[src/shared/bmc_pkg.sv]
// Contract
// - Fuse loads active and sleep modes at reset
// - Software writes never change active mode
// - Software may write the sleep mode field
// - Entering deep sleep uses sleep mode
// - Waking from deep sleep restores active mode
// - Sleep field writable only after unlock key
// - Unguarded protected writes change nothing at all
// - Bit four picks 1 kHz or 125 Hz
// - Active mode codes: off, on, sampled, hold
// - Sleep mode codes: off, on, sampled, reserved
// - Read-only threshold field loaded from fuse
// - Warning level code sets margin, reset zero
// - Trigger codes: falling, rising, either, reserved
// - Interrupt enable bit gates warning request
// - Flag set on trigger, even while interrupt disabled
package bmc_pkg;

  ////////////////////////////////////////////////////////////////////////////
  // Register indices, byte address is four times the index
  localparam logic [5:0] IDX_MODE_CTRL = 6'h00;
  localparam logic [5:0] IDX_LEVEL_CTRL = 6'h01;
  localparam logic [5:0] IDX_WARN_LEVEL = 6'h08;
  localparam logic [5:0] IDX_WARN_IRQ_CTRL = 6'h09;
  localparam logic [5:0] IDX_WARN_FLAGS = 6'h0A;
  localparam logic [5:0] IDX_WARN_STATUS = 6'h0B;
  localparam logic [5:0] IDX_WARN_CLEAR = 6'h0C;

  // Field positions
  localparam int SAMPLE_RATE_BIT = 4;
  localparam int ACTIVE_LSB = 2;
  localparam int SLEEP_LSB = 0;
  localparam int TRIG_LSB = 1;
  localparam int IRQ_EN_BIT = 0;
  localparam int FLAG_BIT = 0;

  // Reset values of software fields
  localparam logic [1:0] WARN_LEVEL_RESET = 2'h0;
  localparam logic [1:0] TRIG_RESET = 2'h0;
  localparam logic IRQ_EN_RESET = 1'h0;

  // Bus answers
  localparam logic [1:0] RESP_OKAY = 2'h0;
  localparam logic [1:0] RESP_SLVERR = 2'h2;

  // Unlock window length in retired instructions
  localparam logic [2:0] UNLOCK_INSTR = 3'h4;

  // Low-power clock and sample timing
  localparam int LP_CLK_HZ = 32768;
  localparam int SAMPLE_FAST_HZ = 1000;
  localparam int SAMPLE_SLOW_HZ = 125;
  localparam logic [8:0] PERIOD_FAST =
    9'(LP_CLK_HZ / SAMPLE_FAST_HZ);
  localparam logic [8:0] PERIOD_SLOW =
    9'(LP_CLK_HZ / SAMPLE_SLOW_HZ);
  localparam logic [8:0] WINDOW_TICKS = 9'h002;

  // Synchronised pin count
  localparam int PIN_COUNT = 4;

  ////////////////////////////////////////////////////////////////////////////
  // Detector operating modes
  typedef enum logic [1:0] {
    MODE_DISABLED = 2'h0,
    MODE_ENABLED = 2'h1,
    MODE_SAMPLED = 2'h2,
    MODE_ENABLED_HOLD = 2'h3
  } bmc_mode_t;

  // Warning trigger selections
  localparam logic [1:0] TRIG_FALL = 2'h0;
  localparam logic [1:0] TRIG_RISE = 2'h1;
  localparam logic [1:0] TRIG_BOTH = 2'h2;

  // Power phase, one-hot
  typedef enum logic [2:0] {
    PH_ACTIVE = 3'h1,
    PH_SLEEP = 3'h2,
    PH_WAKE_WAIT = 3'h4
  } bmc_phase_t;

  ////////////////////////////////////////////////////////////////////////////
  // Configuration fuse content
  typedef struct packed {
    logic sample_rate;
    logic [1:0] active_mode;
    logic [1:0] sleep_mode;
    logic [2:0] threshold;
  } bmc_fuse_t;

  // Analog and slow-clock pins
  typedef struct packed {
    logic lp_clk;
    logic below_threshold;
    logic below_warning;
    logic detector_ready;
  } bmc_pins_t;

  // Synchroniser state
  typedef struct packed {
    logic [PIN_COUNT-1:0] s1;
    logic [PIN_COUNT-1:0] s2;
    logic [PIN_COUNT-1:0] s3;
    logic [PIN_COUNT-1:0] q;
  } bmc_sync_t;

  // Main block state
  typedef struct packed {
    bmc_phase_t phase;
    logic sample_rate;
    logic [1:0] active_mode;
    logic [1:0] sleep_mode;
    logic [2:0] threshold;
    logic [1:0] warn_level;
    logic [1:0] trig_sel;
    logic irq_en;
    logic irq_flag;
    logic warn_state;
    logic below_held;
    logic [2:0] unlock_cnt;
    logic lp_prev;
    logic [8:0] tick_cnt;
    logic comp_en;
    logic [1:0] det_mode;
    logic wake_hold;
    logic aw_held;
    logic [5:0] aw_idx;
    logic w_held;
    logic [7:0] wdata;
    logic wlane0;
    logic bvalid;
    logic [1:0] bresp;
    logic rvalid;
    logic [31:0] rdata;
    logic [1:0] rresp;
  } bmc_state_t;

endpackage : bmc_pkg

[src/logic/bmc_pin_sync.sv]
`timescale 1ns/100ps
module bmc_pin_sync (
  input wire logic aclk,
  input wire logic aresetn,
  input wire logic [bmc_pkg::PIN_COUNT-1:0] pin_in,
  output logic [bmc_pkg::PIN_COUNT-1:0] pin_q
);

  ////////////////////////////////////////////////////////////////////////////
  bmc_pkg::bmc_sync_t s; // Current state
  bmc_pkg::bmc_sync_t next_s; // Next state

  // Three-stage chain; a change counts once stages two and three agree
  always_comb begin
    next_s = s;
    next_s.s1 = pin_in;
    next_s.s2 = s.s1;
    next_s.s3 = s.s2;
    for (int i = 0; i < bmc_pkg::PIN_COUNT; i++) begin
      if (s.s2[i] == s.s3[i]) begin
        next_s.q[i] = s.s3[i];
      end
    end
    if (!aresetn) begin
      next_s = '0;
    end
  end

  // State register
  always_ff @(posedge aclk) begin
    s <= next_s;
  end

  assign pin_q = s.q;

endmodule : bmc_pin_sync

[src/logic/bmc_control.sv]
`timescale 1ns/100ps
module bmc_control (
  input wire logic aclk,
  input wire logic aresetn,
  // AXI4-Lite slave
  input wire logic [7:0] s_axi_awaddr,
  input wire logic s_axi_awvalid,
  output logic s_axi_awready,
  input wire logic [31:0] s_axi_wdata,
  input wire logic [3:0] s_axi_wstrb,
  input wire logic s_axi_wvalid,
  output logic s_axi_wready,
  output logic [1:0] s_axi_bresp,
  output logic s_axi_bvalid,
  input wire logic s_axi_bready,
  input wire logic [7:0] s_axi_araddr,
  input wire logic s_axi_arvalid,
  output logic s_axi_arready,
  output logic [31:0] s_axi_rdata,
  output logic [1:0] s_axi_rresp,
  output logic s_axi_rvalid,
  input wire logic s_axi_rready,
  // Configuration fuse, stable while reset is held
  input wire bmc_pkg::bmc_fuse_t detector_config_fuse,
  // Sleep controller
  input wire logic deep_sleep,
  output logic wake_hold,
  // Change guard from the processor
  input wire logic io_register_unlock_key,
  input wire logic instr_retired,
  // Analog side
  input wire bmc_pkg::bmc_pins_t analog_pins,
  output logic comparator_enable,
  output logic [1:0] brownout_detector_mode,
  output logic [2:0] threshold_select,
  output logic [1:0] warning_level_select,
  output logic reset_request,
  output logic irq
);

  ////////////////////////////////////////////////////////////////////////////
  // Signals
  bmc_pkg::bmc_state_t s; // Current state
  bmc_pkg::bmc_state_t next_s; // Next state
  bmc_pkg::bmc_pins_t pins_q; // Synchronised pins
  logic aw_take; // Write address taken
  logic w_take; // Write data taken
  logic ar_take; // Read address taken
  logic [1:0] eff_mode; // Mode the detector runs in
  logic det_on; // Detector not disabled
  logic lp_tick; // Rising edge of the slow clock
  logic [8:0] period; // Sample period in slow ticks
  logic sample_now; // New comparator reading is valid
  logic warn_new; // Warning comparator value at sample
  logic cross_fall; // Supply fell below warning level
  logic cross_rise; // Supply rose above warning level
  logic trigger; // Selected trigger occurred
  logic do_write; // Write executes this cycle
  logic unlocked; // Guard window open
  logic [7:0] rd_byte; // Read data before padding
  logic rd_hit; // Read address mapped
  logic wr_hit; // Write address mapped

  ////////////////////////////////////////////////////////////////////////////
  // Pin synchroniser
  bmc_pin_sync u_sync (
    .aclk(aclk),
    .aresetn(aresetn),
    .pin_in(analog_pins),
    .pin_q(pins_q)
  );

  ////////////////////////////////////////////////////////////////////////////
  // Handshake outputs
  assign s_axi_awready = !s.aw_held && !s.bvalid;
  assign s_axi_wready = !s.w_held && !s.bvalid;
  assign s_axi_arready = !s.rvalid;
  assign aw_take = s_axi_awvalid && s_axi_awready;
  assign w_take = s_axi_wvalid && s_axi_wready;
  assign ar_take = s_axi_arvalid && s_axi_arready;
  assign do_write = s.aw_held && s.w_held && !s.bvalid;
  assign unlocked = (s.unlock_cnt != 3'h0);

  ////////////////////////////////////////////////////////////////////////////
  // Effective mode per power phase
  always_comb begin
    eff_mode = s.active_mode;
    if (s.phase == bmc_pkg::PH_SLEEP) begin
      eff_mode = s.sleep_mode;
      if (s.sleep_mode == bmc_pkg::MODE_ENABLED_HOLD) begin
        eff_mode = bmc_pkg::MODE_DISABLED;
      end
    end
  end

  assign det_on = (eff_mode != bmc_pkg::MODE_DISABLED);

  ////////////////////////////////////////////////////////////////////////////
  // Sample timing from the slow clock
  assign lp_tick = pins_q.lp_clk && !s.lp_prev;
  assign period = s.sample_rate ? bmc_pkg::PERIOD_SLOW
                                : bmc_pkg::PERIOD_FAST;

  // Reading is fresh every cycle when enabled, at window end when sampled
  always_comb begin
    sample_now = 1'b0;
    if (eff_mode == bmc_pkg::MODE_SAMPLED) begin
      sample_now = lp_tick &&
        (s.tick_cnt == bmc_pkg::WINDOW_TICKS - 9'h001);
    end else if (det_on) begin
      sample_now = 1'b1;
    end
  end

  ////////////////////////////////////////////////////////////////////////////
  // Warning crossings
  assign warn_new = pins_q.below_warning;
  assign cross_fall = warn_new && !s.warn_state;
  assign cross_rise = !warn_new && s.warn_state;

  // Trigger decode
  always_comb begin
    unique case (s.trig_sel)
      bmc_pkg::TRIG_FALL: begin
        trigger = cross_fall;
      end
      bmc_pkg::TRIG_RISE: begin
        trigger = cross_rise;
      end
      bmc_pkg::TRIG_BOTH: begin
        trigger = cross_fall || cross_rise;
      end
      default: begin
        trigger = 1'b0; // Reserved code
      end
    endcase
  end

  ////////////////////////////////////////////////////////////////////////////
  // Register read mux
  always_comb begin
    rd_byte = 8'h00;
    rd_hit = 1'b1;
    unique case (s_axi_araddr[7:2])
      bmc_pkg::IDX_MODE_CTRL: begin
        rd_byte[bmc_pkg::SAMPLE_RATE_BIT] = s.sample_rate;
        rd_byte[bmc_pkg::ACTIVE_LSB +: 2] = s.active_mode;
        rd_byte[bmc_pkg::SLEEP_LSB +: 2] = s.sleep_mode;
      end
      bmc_pkg::IDX_LEVEL_CTRL: begin
        rd_byte[2:0] = s.threshold;
      end
      bmc_pkg::IDX_WARN_LEVEL: begin
        rd_byte[1:0] = s.warn_level;
      end
      bmc_pkg::IDX_WARN_IRQ_CTRL: begin
        rd_byte[bmc_pkg::TRIG_LSB +: 2] = s.trig_sel;
        rd_byte[bmc_pkg::IRQ_EN_BIT] = s.irq_en;
      end
      bmc_pkg::IDX_WARN_FLAGS: begin
        rd_byte[bmc_pkg::FLAG_BIT] = s.irq_flag;
      end
      bmc_pkg::IDX_WARN_STATUS: begin
        rd_byte[0] = s.warn_state;
      end
      bmc_pkg::IDX_WARN_CLEAR: begin
        rd_byte = 8'h00; // Write-only
      end
      default: begin
        rd_hit = 1'b0; // Unmapped
      end
    endcase
  end

  // Write decode
  always_comb begin
    unique case (s.aw_idx)
      bmc_pkg::IDX_MODE_CTRL, bmc_pkg::IDX_LEVEL_CTRL,
      bmc_pkg::IDX_WARN_LEVEL, bmc_pkg::IDX_WARN_IRQ_CTRL,
      bmc_pkg::IDX_WARN_FLAGS, bmc_pkg::IDX_WARN_STATUS,
      bmc_pkg::IDX_WARN_CLEAR: begin
        wr_hit = 1'b1;
      end
      default: begin
        wr_hit = 1'b0;
      end
    endcase
  end

  ////////////////////////////////////////////////////////////////////////////
  // Next-state logic
  always_comb begin
    next_s = s;

    // Write channel capture
    if (aw_take) begin
      next_s.aw_held = 1'b1;
      next_s.aw_idx = s_axi_awaddr[7:2];
    end
    if (w_take) begin
      next_s.w_held = 1'b1;
      next_s.wdata = s_axi_wdata[7:0];
      next_s.wlane0 = s_axi_wstrb[0];
    end
    if (s.bvalid && s_axi_bready) begin
      next_s.bvalid = 1'b0;
    end

    // Read channel
    if (s.rvalid && s_axi_rready) begin
      next_s.rvalid = 1'b0;
    end
    if (ar_take) begin
      next_s.rvalid = 1'b1;
      next_s.rdata = {24'h000000, rd_byte};
      next_s.rresp = rd_hit ? bmc_pkg::RESP_OKAY : bmc_pkg::RESP_SLVERR;
    end

    // Guard window opens on the key and closes after four instructions
    if (io_register_unlock_key) begin
      next_s.unlock_cnt = bmc_pkg::UNLOCK_INSTR;
    end else if (instr_retired && unlocked) begin
      next_s.unlock_cnt = s.unlock_cnt - 3'h1;
    end

    // Clear requests of the warning flag
    if (do_write && s.wlane0 && s.wdata[bmc_pkg::FLAG_BIT]) begin
      if (s.aw_idx == bmc_pkg::IDX_WARN_FLAGS ||
          s.aw_idx == bmc_pkg::IDX_WARN_CLEAR) begin
        next_s.irq_flag = 1'b0;
      end
    end

    // Register writes
    if (do_write) begin
      next_s.aw_held = 1'b0;
      next_s.w_held = 1'b0;
      next_s.bvalid = 1'b1;
      next_s.bresp = wr_hit ? bmc_pkg::RESP_OKAY : bmc_pkg::RESP_SLVERR;
      if (s.wlane0) begin
        unique case (s.aw_idx)
          bmc_pkg::IDX_MODE_CTRL: begin
            // Active field never written; others need the guard
            if (unlocked) begin
              next_s.sleep_mode =
                s.wdata[bmc_pkg::SLEEP_LSB +: 2];
              next_s.sample_rate =
                s.wdata[bmc_pkg::SAMPLE_RATE_BIT];
              next_s.unlock_cnt = 3'h0;
            end
          end
          bmc_pkg::IDX_WARN_LEVEL: begin
            next_s.warn_level = s.wdata[1:0];
          end
          bmc_pkg::IDX_WARN_IRQ_CTRL: begin
            next_s.trig_sel = s.wdata[bmc_pkg::TRIG_LSB +: 2];
            next_s.irq_en = s.wdata[bmc_pkg::IRQ_EN_BIT];
          end
          default: begin
            next_s.wdata = s.wdata; // Read-only, flag and clear registers handled above, or unmapped
          end
        endcase
      end
    end

    // Power phase tracking
    unique case (s.phase)
      bmc_pkg::PH_ACTIVE: begin
        if (deep_sleep) begin
          next_s.phase = bmc_pkg::PH_SLEEP;
        end
      end
      bmc_pkg::PH_SLEEP: begin
        if (!deep_sleep) begin
          if (s.active_mode == bmc_pkg::MODE_ENABLED_HOLD) begin
            next_s.phase = bmc_pkg::PH_WAKE_WAIT;
          end else begin
            next_s.phase = bmc_pkg::PH_ACTIVE;
          end
        end
      end
      bmc_pkg::PH_WAKE_WAIT: begin
        if (pins_q.detector_ready) begin
          next_s.phase = bmc_pkg::PH_ACTIVE;
        end
      end
      default: begin
        next_s.phase = bmc_pkg::PH_ACTIVE; // Illegal code
      end
    endcase

    // Slow tick counter for sampled mode
    next_s.lp_prev = pins_q.lp_clk;
    if (lp_tick) begin
      if (s.tick_cnt >= period - 9'h001) begin
        next_s.tick_cnt = 9'h000;
      end else begin
        next_s.tick_cnt = s.tick_cnt + 9'h001;
      end
    end

    // Comparator enable and detector mode outputs
    next_s.det_mode = eff_mode;
    if (eff_mode == bmc_pkg::MODE_SAMPLED) begin
      next_s.comp_en = (s.tick_cnt < bmc_pkg::WINDOW_TICKS);
    end else begin
      next_s.comp_en = det_on;
    end
    next_s.wake_hold = (next_s.phase == bmc_pkg::PH_WAKE_WAIT);

    // Reading of supply levels; flag set wins over a clear
    if (!det_on) begin
      next_s.below_held = 1'b0;
    end else if (sample_now) begin
      next_s.below_held = pins_q.below_threshold;
      next_s.warn_state = warn_new;
      if (trigger) begin
        next_s.irq_flag = 1'b1;
      end
    end

    // Synchronous reset loads the fuse
    if (!aresetn) begin
      next_s = '0;
      next_s.phase = bmc_pkg::PH_ACTIVE;
      next_s.sample_rate = detector_config_fuse.sample_rate;
      next_s.active_mode = detector_config_fuse.active_mode;
      next_s.sleep_mode = detector_config_fuse.sleep_mode;
      next_s.threshold = detector_config_fuse.threshold;
      next_s.warn_level = bmc_pkg::WARN_LEVEL_RESET;
      next_s.trig_sel = bmc_pkg::TRIG_RESET;
      next_s.irq_en = bmc_pkg::IRQ_EN_RESET;
    end
  end

  ////////////////////////////////////////////////////////////////////////////
  // State register
  always_ff @(posedge aclk) begin
    s <= next_s;
  end

  ////////////////////////////////////////////////////////////////////////////
  // Outputs
  assign s_axi_bvalid = s.bvalid;
  assign s_axi_bresp = s.bresp;
  assign s_axi_rvalid = s.rvalid;
  assign s_axi_rdata = s.rdata;
  assign s_axi_rresp = s.rresp;
  assign comparator_enable = s.comp_en;
  assign brownout_detector_mode = s.det_mode;
  assign threshold_select = s.threshold;
  assign warning_level_select = s.warn_level;
  assign wake_hold = s.wake_hold;
  assign reset_request = s.below_held;
  assign irq = s.irq_flag && s.irq_en;

endmodule : bmc_control

[config.mk]
export PLATFORM = sky130hd
export DESIGN_NAME = bmc_control
export DESIGN_NICKNAME = d
export VERILOG_FILES = /design/src/shared/bmc_pkg.sv /design/src/logic/bmc_pin_sync.sv /design/src/logic/bmc_control.sv
export SDC_FILE = /design/constraint.sdc
export NUM_CORES = 1
export LEC_CHECK = 0
export ABC_AREA = 1
export ABC_CLOCK_PERIOD_IN_PS = 1700
export BUFFER_PORTS_ARGS = -buffer_cell sky130_fd_sc_hd__buf_2
export CORE_MARGIN = 2
export CORE_UTILIZATION = 45
export CTS_CLUSTER_DIAMETER = 150
export DETAILED_ROUTE_END_ITERATION = 12
export PLACE_DENSITY_LB_ADDON = 0.05
export SLEW_MARGIN = 20
export SYNTH_ARGS = -nofsm -noshare
export SYNTH_HDL_FRONTEND = slang
export SYNTH_HIERARCHICAL = 1
export SYNTH_SLANG_ARGS = --single-unit
[constraint.sdc]
create_clock -name aclk -period 1.7 [get_ports aclk]
set_clock_uncertainty 0.1 [all_clocks]
set_input_delay 0.255 -clock aclk [delete_from_list [all_inputs] [get_ports aclk]]
set_output_delay 0.255 -clock aclk [all_outputs]
set_load 0.01 [all_outputs]
==> results of run 1 <==
## through the flow
step | instance area, µm² | std cells | TNS, ps | worst slack, ps | total power, mW
after global placement | 3870 | 633 | 0 | 40.2 | 2.51
after global routing | 4260 | 660 | -146 | -20.9 | 4.36
after floorplan | 3780 | 522 | 0 | 189 | 2.42
final | 4260 | 660 | 0 | 79.2 | 4.12
after detailed placement | 3870 | 633 | 0 | 37.1 | 2.52
after CTS | 4200 | 658 | 0 | 22.7 | 4.17
## cells in the final DEF, fill, tap and decap left out, drive strengths merged, types with 2 or more instances in the layout
cell	netlist	layout
nand4	11	11
ha	10	10
bufinv	0	2
o22ai	2	2
nand3	20	20
xor2	5	5
clkbuf	2	10
inv	66	67
buf	52	64
o211ai	2	2
a21oi	24	24
edfxtp	8	8
clkinv	1	4
dlygate4sd3	0	9
o21a	2	2
o21ai	33	33
nor2	94	94
dfxtp	66	66
nand2	88	89
nor3	4	4
conb	1	29
## area by class of cell
cell class	instances	area, µm²
clock buffers	10	149
clock inverters	6	95.1
fillers	787	3550
inverters	67	251
multi-input cells	328	1630
flip-flops and latches	74	1560
well taps	102	128
repair buffers	73	443
## what timing repair did
action	CTS	global route
gates resized for setup	0	11
hold buffers	9	0
endpoints found under the setup margin	0	9
buffers inserted	0	1
hold endpoints to repair	9	0
## worst paths after layout
path                                start                        end
setup / recovery          s[87]$_DFFE_PP_         s[66]$_SDFFE_PN0P_
hold / removal               s_axi_bready  s_axi_bvalid$_SDFFE_PN0P_
setup reg to reg          s[87]$_DFFE_PP_         s[66]$_SDFFE_PN0P_
hold reg to reg   u_sync/s[13]$_SDFF_PN0_     u_sync/s[9]$_SDFF_PN0_
## layer usage
metal | track usage, % | vias up
li1 | - | 1599
met1 | 20.4 | 1339
met2 | 29.3 | 80
met3 | 4.47 | 13
met4 | 6.88 | 0
met5 | 0 | -
## power by group
group | leakage, nW | switching [mW] | internal (mW)
Clock | 0.122 | 0.687 | 0.928
Sequential | 0.620 | 0.0701 | 1.88
Combinational | 1.30 | 0.346 | 0.208
Total | 2.04 | 1.10 | 3.02
## cells by family after synthesis
logic type | after synthesis | share of synthesized area, %
buffers and inverters | 121 | 17.5
other | 1 | 0.102
DFF | 74 | 42.4
adders and majority gates | 10 | 3.40
AOI/OAI and AO/OA | 64 | 9.21
and+or+nand+nor | 218 | 25.9
xor gates and xnor gates | 6 | 1.43
## worst max-delay path, cell delays in order (launching register included)
cell                       delay [ps]
sky130_fd_sc_hd__edfxtp_1         500
sky130_fd_sc_hd__ha_1             320
sky130_fd_sc_hd__nand2_1           60
sky130_fd_sc_hd__nor2_1            80
sky130_fd_sc_hd__nand3_1           80
sky130_fd_sc_hd__nand3_1          110
sky130_fd_sc_hd__nand2_2          100
sky130_fd_sc_hd__nand2_4          110
sky130_fd_sc_hd__nor2_1            50
## flip-flops by register name (all words and copies together), names as in the netlist, 2 cells and up, named ones only
register                count
brownout_detector_mode      2
warning_level_select        2
s                          35
u_sync/pin_q                4
threshold_select            3
u_sync/s                   12
s_axi_rdata                 5
==> results.cfg, run 1 <==
[detailed_routing]
final_antenna_net_count = 0
route.detailed.drc = 0
amount_of_wire_on_met3_after_detailed_routing_um = 366
drt_first_iter_violations = 116
firstDrtPassIters = 4
postRouteWirelength_um = 7140
wire_per_inst_um = 10.8
dr_wl_met2_um = 3400
route.vias.total = 3031
topRoutingLayerUsed = met4
via_per_inst = 4.59
route.layer.met1.wl_um = 3250

[setup_path]
worstSetupPathType = register to register
endpoint_kind = register
worst_r2r_path_depth = 8
critical_path.startpoint_type = register
worst_ep_arrival_time_ps = 1770
cp.required_ps = 1850
path_max_fanout = 5
regToRegSetupSlack_ps = 80

[logic_synthesis]
synth_cell_type_count = 32
synth.top_cell.area_share_pct = 35.9
synthesis.yosys.warnings = 6
syn_inst = 494
synth-edff-count = 8
ys_top_cells_by_count = 85 x sky130_fd_sc_hd__nand2_1, 85 x sky130_fd_sc_hd__nor2_1, 66 x sky130_fd_sc_hd__dfxtp_1
ys_seq_elements = 74
syn_area_per_cell_um2 = 7.45
dominantRegCellSynth = sky130_fd_sc_hd__dfxtp_1
mappedNetlistArea_mm2 = 0.00368
synth_area_leaders = sky130_fd_sc_hd__dfxtp_1 36%, sky130_fd_sc_hd__buf_4 9.6%, sky130_fd_sc_hd__nand2_1 8.7%, sky130_fd_sc_hd__nor2_1 8.7%, sky130_fd_sc_hd__edfxtp_1 6.5%
fraction_of_registers_with_async_set_or_reset_after_synthesis_pct = 0
synth_area_leader_cell = sky130_fd_sc_hd__dfxtp_1
ys_seq_area_share_pct = 42.4

[place]
gp_congestion = 0.888
post-dp-hpwl_um = 5200
io_buffers = 61

[clock_network]
clk_root_buffer_cell = sky130_fd_sc_hd__clkbuf_8
clkSinkCount = 74
clock_tree.htree_level_count = 3
cts_tree = yes
cts_buffer_depth = 2
insertion_delay_ps = 350
worst_setup_hold_path_clk_slew_ps = 80
tritoncts.num_buffers = 9

[run_status]
status = complete, no violations

[timing]
period_needed_ps = 1620
final_min_period_over_clock_period_pct = 95.3
fmax_mhz = 617
final-max-slew-violation-count = 0
whs_ps = 41.1
timing_hold_violations_final = 0
finalSetupViolCount = 0

[global_route]
grtUsageTotal_pct = 17.1
grt_first_pass_wirelength_um = 11900
sum_of_overflow_across_all_layers_after_global_routing = 0
grt_antenna_before_repair = 0
grt_max_degree = 44
first_global_vias = 2713

[layout]
count_of_antenna_diodes_in_the_layout = 0
drive_above_1_share_pct = 19.2
postLayoutCoreUtil_pct = 54.6
final_net_count = 637
syn2layout_area_growth_pct = 15.8

[power]
pwr_density_cell_mw_per_mm2 = 967
power.static_leakage_nw = 2.04
irDropWorstVdd_mv = 0.498

[floorplanning]
die_height_um = 94.4
die-area_mm2 = 0.00892
rows = 32
io-pin-count = 126
die_w_um = 94.4
initial_utilization_pct = 47.1
core_region_area_mm2 = 0.00781

[worst_hold_path]
worst_hold_path_type = input port to register
timing.hold.worst_path_depth = 4

[flow_run]
drv.max_cap_violation_count = 0
No activity file was read; power rests on OpenSTA's default activity.
==> run 2, diff against run 1 <==
--- a/config.mk
+++ b/config.mk
@@ -12,6 +12,7 @@
 export CORE_UTILIZATION = 45
 export CTS_CLUSTER_DIAMETER = 150
 export DETAILED_ROUTE_END_ITERATION = 12
+export GPL_TIMING_DRIVEN = 0
 export PLACE_DENSITY_LB_ADDON = 0.05
 export SLEW_MARGIN = 20
 export SYNTH_ARGS = -nofsm -noshare
==> run 2 against run 1 <==
The run now ends with setup timing left. Worst setup slack got worse by 97 ps. Global-route usage is 0.64 points higher. Power shrank 2.9%. Critical path depth up 1. Critical path type unchanged. Highest routed layer unchanged.
==> results.cfg, run 2 (synthesized netlist as in run 1, its figures left out) <==
[run_status]
status = finished, violations left
violations = setup timing

[floorplanning]
initial_utilization_pct = 47.1
die-area_mm2 = 0.00892
die_w_um = 94.4
rows = 32
io-pin-count = 126
die_height_um = 94.4
core_region_area_mm2 = 0.00781

[setup_path]
critical_path.startpoint_type = register
cell_chain_critical_path = inv_2 > ha_4 > inv_2 > nor2_1 > nand3_1 > nand3_1 > nand2_2 > nand2_4 > nor2_2
regToRegSetupSlack_ps = -20
critical_path_s_largest_stage_delay_ps = 500
critPathLaunch = s[87]$_DFFE_PP_
reg2reg_from = s[87]$_DFFE_PP_
worstSetupPathType = register to register
path_max_fanout = 5
worst_ep_arrival_time_ps = 1860
timing.rr.end = s[63]$_SDFFE_PN0P_
endpoint_kind = register
cp.required_ps = 1840
crit_path_top_delay_cell = sky130_fd_sc_hd__edfxtp_1
worst_r2r_path_depth = 9

[timing]
period_needed_ps = 1720
final_min_period_over_clock_period_pct = 101
slew_headroom_pct = 62.6
fin_ws_ps = -18.2
worst-slew-pin-transition_ps = 561
final-max-slew-violation-count = 0
fmax_mhz = 582
timing_hold_violations_final = 0
rsz0062_at_grt = yes
finalSetupViolCount = 9

[detailed_routing]
firstDrtPassIters = 5
postRouteWirelength_um = 7520
route.vias.total = 3234
drt_first_iter_violations = 104
route.detailed.drc = 0
final_antenna_net_count = 0
wire_per_inst_um = 10.5
via_per_inst = 4.52

[worst_hold_path]
hold_path.startpoint = s_axi_bready
hold_path_end = s_axi_bvalid$_SDFFE_PN0P_
worst_hold_path_type = input port to register
timing.hold.worst_path_depth = 4

[place]
dpl.cell_count = 685
post-dp-hpwl_um = 5680
dp_worst_setup_slack_ps = -75.9
gp_congestion = 0.841
io_buffers = 61

[layout]
final_common_cell = sky130_fd_sc_hd__nand2_1
fill_cells = 743
syn2layout_area_growth_pct = 25.4
drive_above_1_share_pct = 27.4
largest_register = s
count_of_antenna_diodes_in_the_layout = 0
most-common-layout-cells = 83 x sky130_fd_sc_hd__nand2_1, 77 x sky130_fd_sc_hd__nor2_1, 65 x sky130_fd_sc_hd__buf_2, 65 x sky130_fd_sc_hd__dfxtp_1, 61 x sky130_fd_sc_hd__inv_1
finalNonFillerCells = 715
largest_register_ff_count = 35
postLayoutCoreUtil_pct = 59.1
final_net_count = 692

[clock_network]
clkSinkCount = 74
clock_tree.htree_level_count = 3
clk_root_buffer_cell = sky130_fd_sc_hd__clkbuf_8
insertion_delay_ps = 340
cts_buffer_depth = 2
cts_tree = yes
worst_setup_hold_path_clk_slew_ps = 80
tritoncts.num_buffers = 9

[global_route]
grt_antenna_before_repair = 0
grt_max_degree = 16
grt_first_pass_wirelength_um = 12400
first_global_vias = 2874
grtUsageTotal_pct = 17.7
sum_of_overflow_across_all_layers_after_global_routing = 0

[power]
combinationalPowerShare_pct = 16.0
irDropWorstVdd_mv = 0.641
total_power_mw = 4.00
p_clk_share_pct = 35.3
pwr_density_cell_mw_per_mm2 = 867
sequentialPowerShare_pct = 48.7
internal_power_component_mw = 2.86
power.switching_fraction_pct = 28.6
switching_power_mw = 1.14
power.static_leakage_nw = 2.29

[flow_run]
drv.max_cap_violation_count = 0
## run 2: worst max-delay path by stage
stage                                    endpoint  slack [ps]  depth (start not counted)
floorplan                      s[66]$_SDFFE_PN0P_         190                          8
global placement                  s[86]$_DFFE_PN_         -70                          5
detailed placement  threshold_select[2]$_DFFE_PN_         -80                          5
CTS                            s[66]$_SDFFE_PN0P_           2                          8
global route                   s[64]$_SDFFE_PN0P_         -90                          9
finish                         s[63]$_SDFFE_PN0P_         -20                          9
## run 2: layout make-up
cell class | count | area [µm²] | share of cell area (%)
multi-input combinational | 328 | 1650 | 35.8
sequential | 74 | 1560 | 33.9
timing repair buffer | 74 | 425 | 9.22
buffer | 54 | 392 | 8.49
inverter | 67 | 251 | 5.45
tap | 102 | 128 | 2.77
clock buffer | 9 | 124 | 2.69
clock inverter | 7 | 80.1 | 1.74
## run 2: layer usage
metal | global-route usage (%) | vias to the layer above | routed length (µm)
li1 | - | 1703 | -
met1 | 22.0 | 1421 | 3340
met2 | 30.1 | 99 | 3550
met3 | 3.75 | 11 | 502
met4 | 7.00 | 0 | 129
met5 | 0 | - | 0
## run 2: critical path: cells and delay by family, from the launching register on
family / cells / cell delay, ps
buffers and inverters: 2 / 120
adders and majority gates: 1 / 280
and+or+nand+nor: 6 / 620
DFF: 1 / 500
## run 2: what timing repair did
| item | in CTS | in global routing |
|---|---|---|
| pin swaps | 0 | 8 |
| hold endpoints to repair | 9 | 0 |
| hold buffers | 9 | 0 |
| endpoints found under the setup margin | 3 | 10 |
| gates cloned | 0 | 1 |
| setup buffers | 1 | 3 |
| gates resized for setup | 0 | 19 |
## run 2: power groups by stage
| stage | clock network [mW] | registers (mW) | logic (mW) |
|---|---|---|---|
| after floorplan | 0 | 1.98 | 0.434 |
| after CTS | 1.45 | 1.95 | 0.628 |
| after global routing | 1.53 | 1.97 | 0.732 |
| after global placement | 0 | 1.99 | 0.597 |
| after detailed placement | 0 | 1.99 | 0.607 |
| final | 1.41 | 1.95 | 0.639 |
## run 2: stage by stage
| stage | hold WS [ps] | area (µm²) | setup TNS [ps] |
|---|---|---|---|
| 4_1_cts | 49.8 | 4520 | 0 |
| 5_1_grt | 61.1 | 4610 | -767 |
| 6_report | 63.3 | 4610 | -128 |
| 2_1_floorplan | 253 | 3780 | 0 |
| 3_5_place_dp | 295 | 4220 | -377 |
| 3_3_place_gp | 291 | 4220 | -339 |
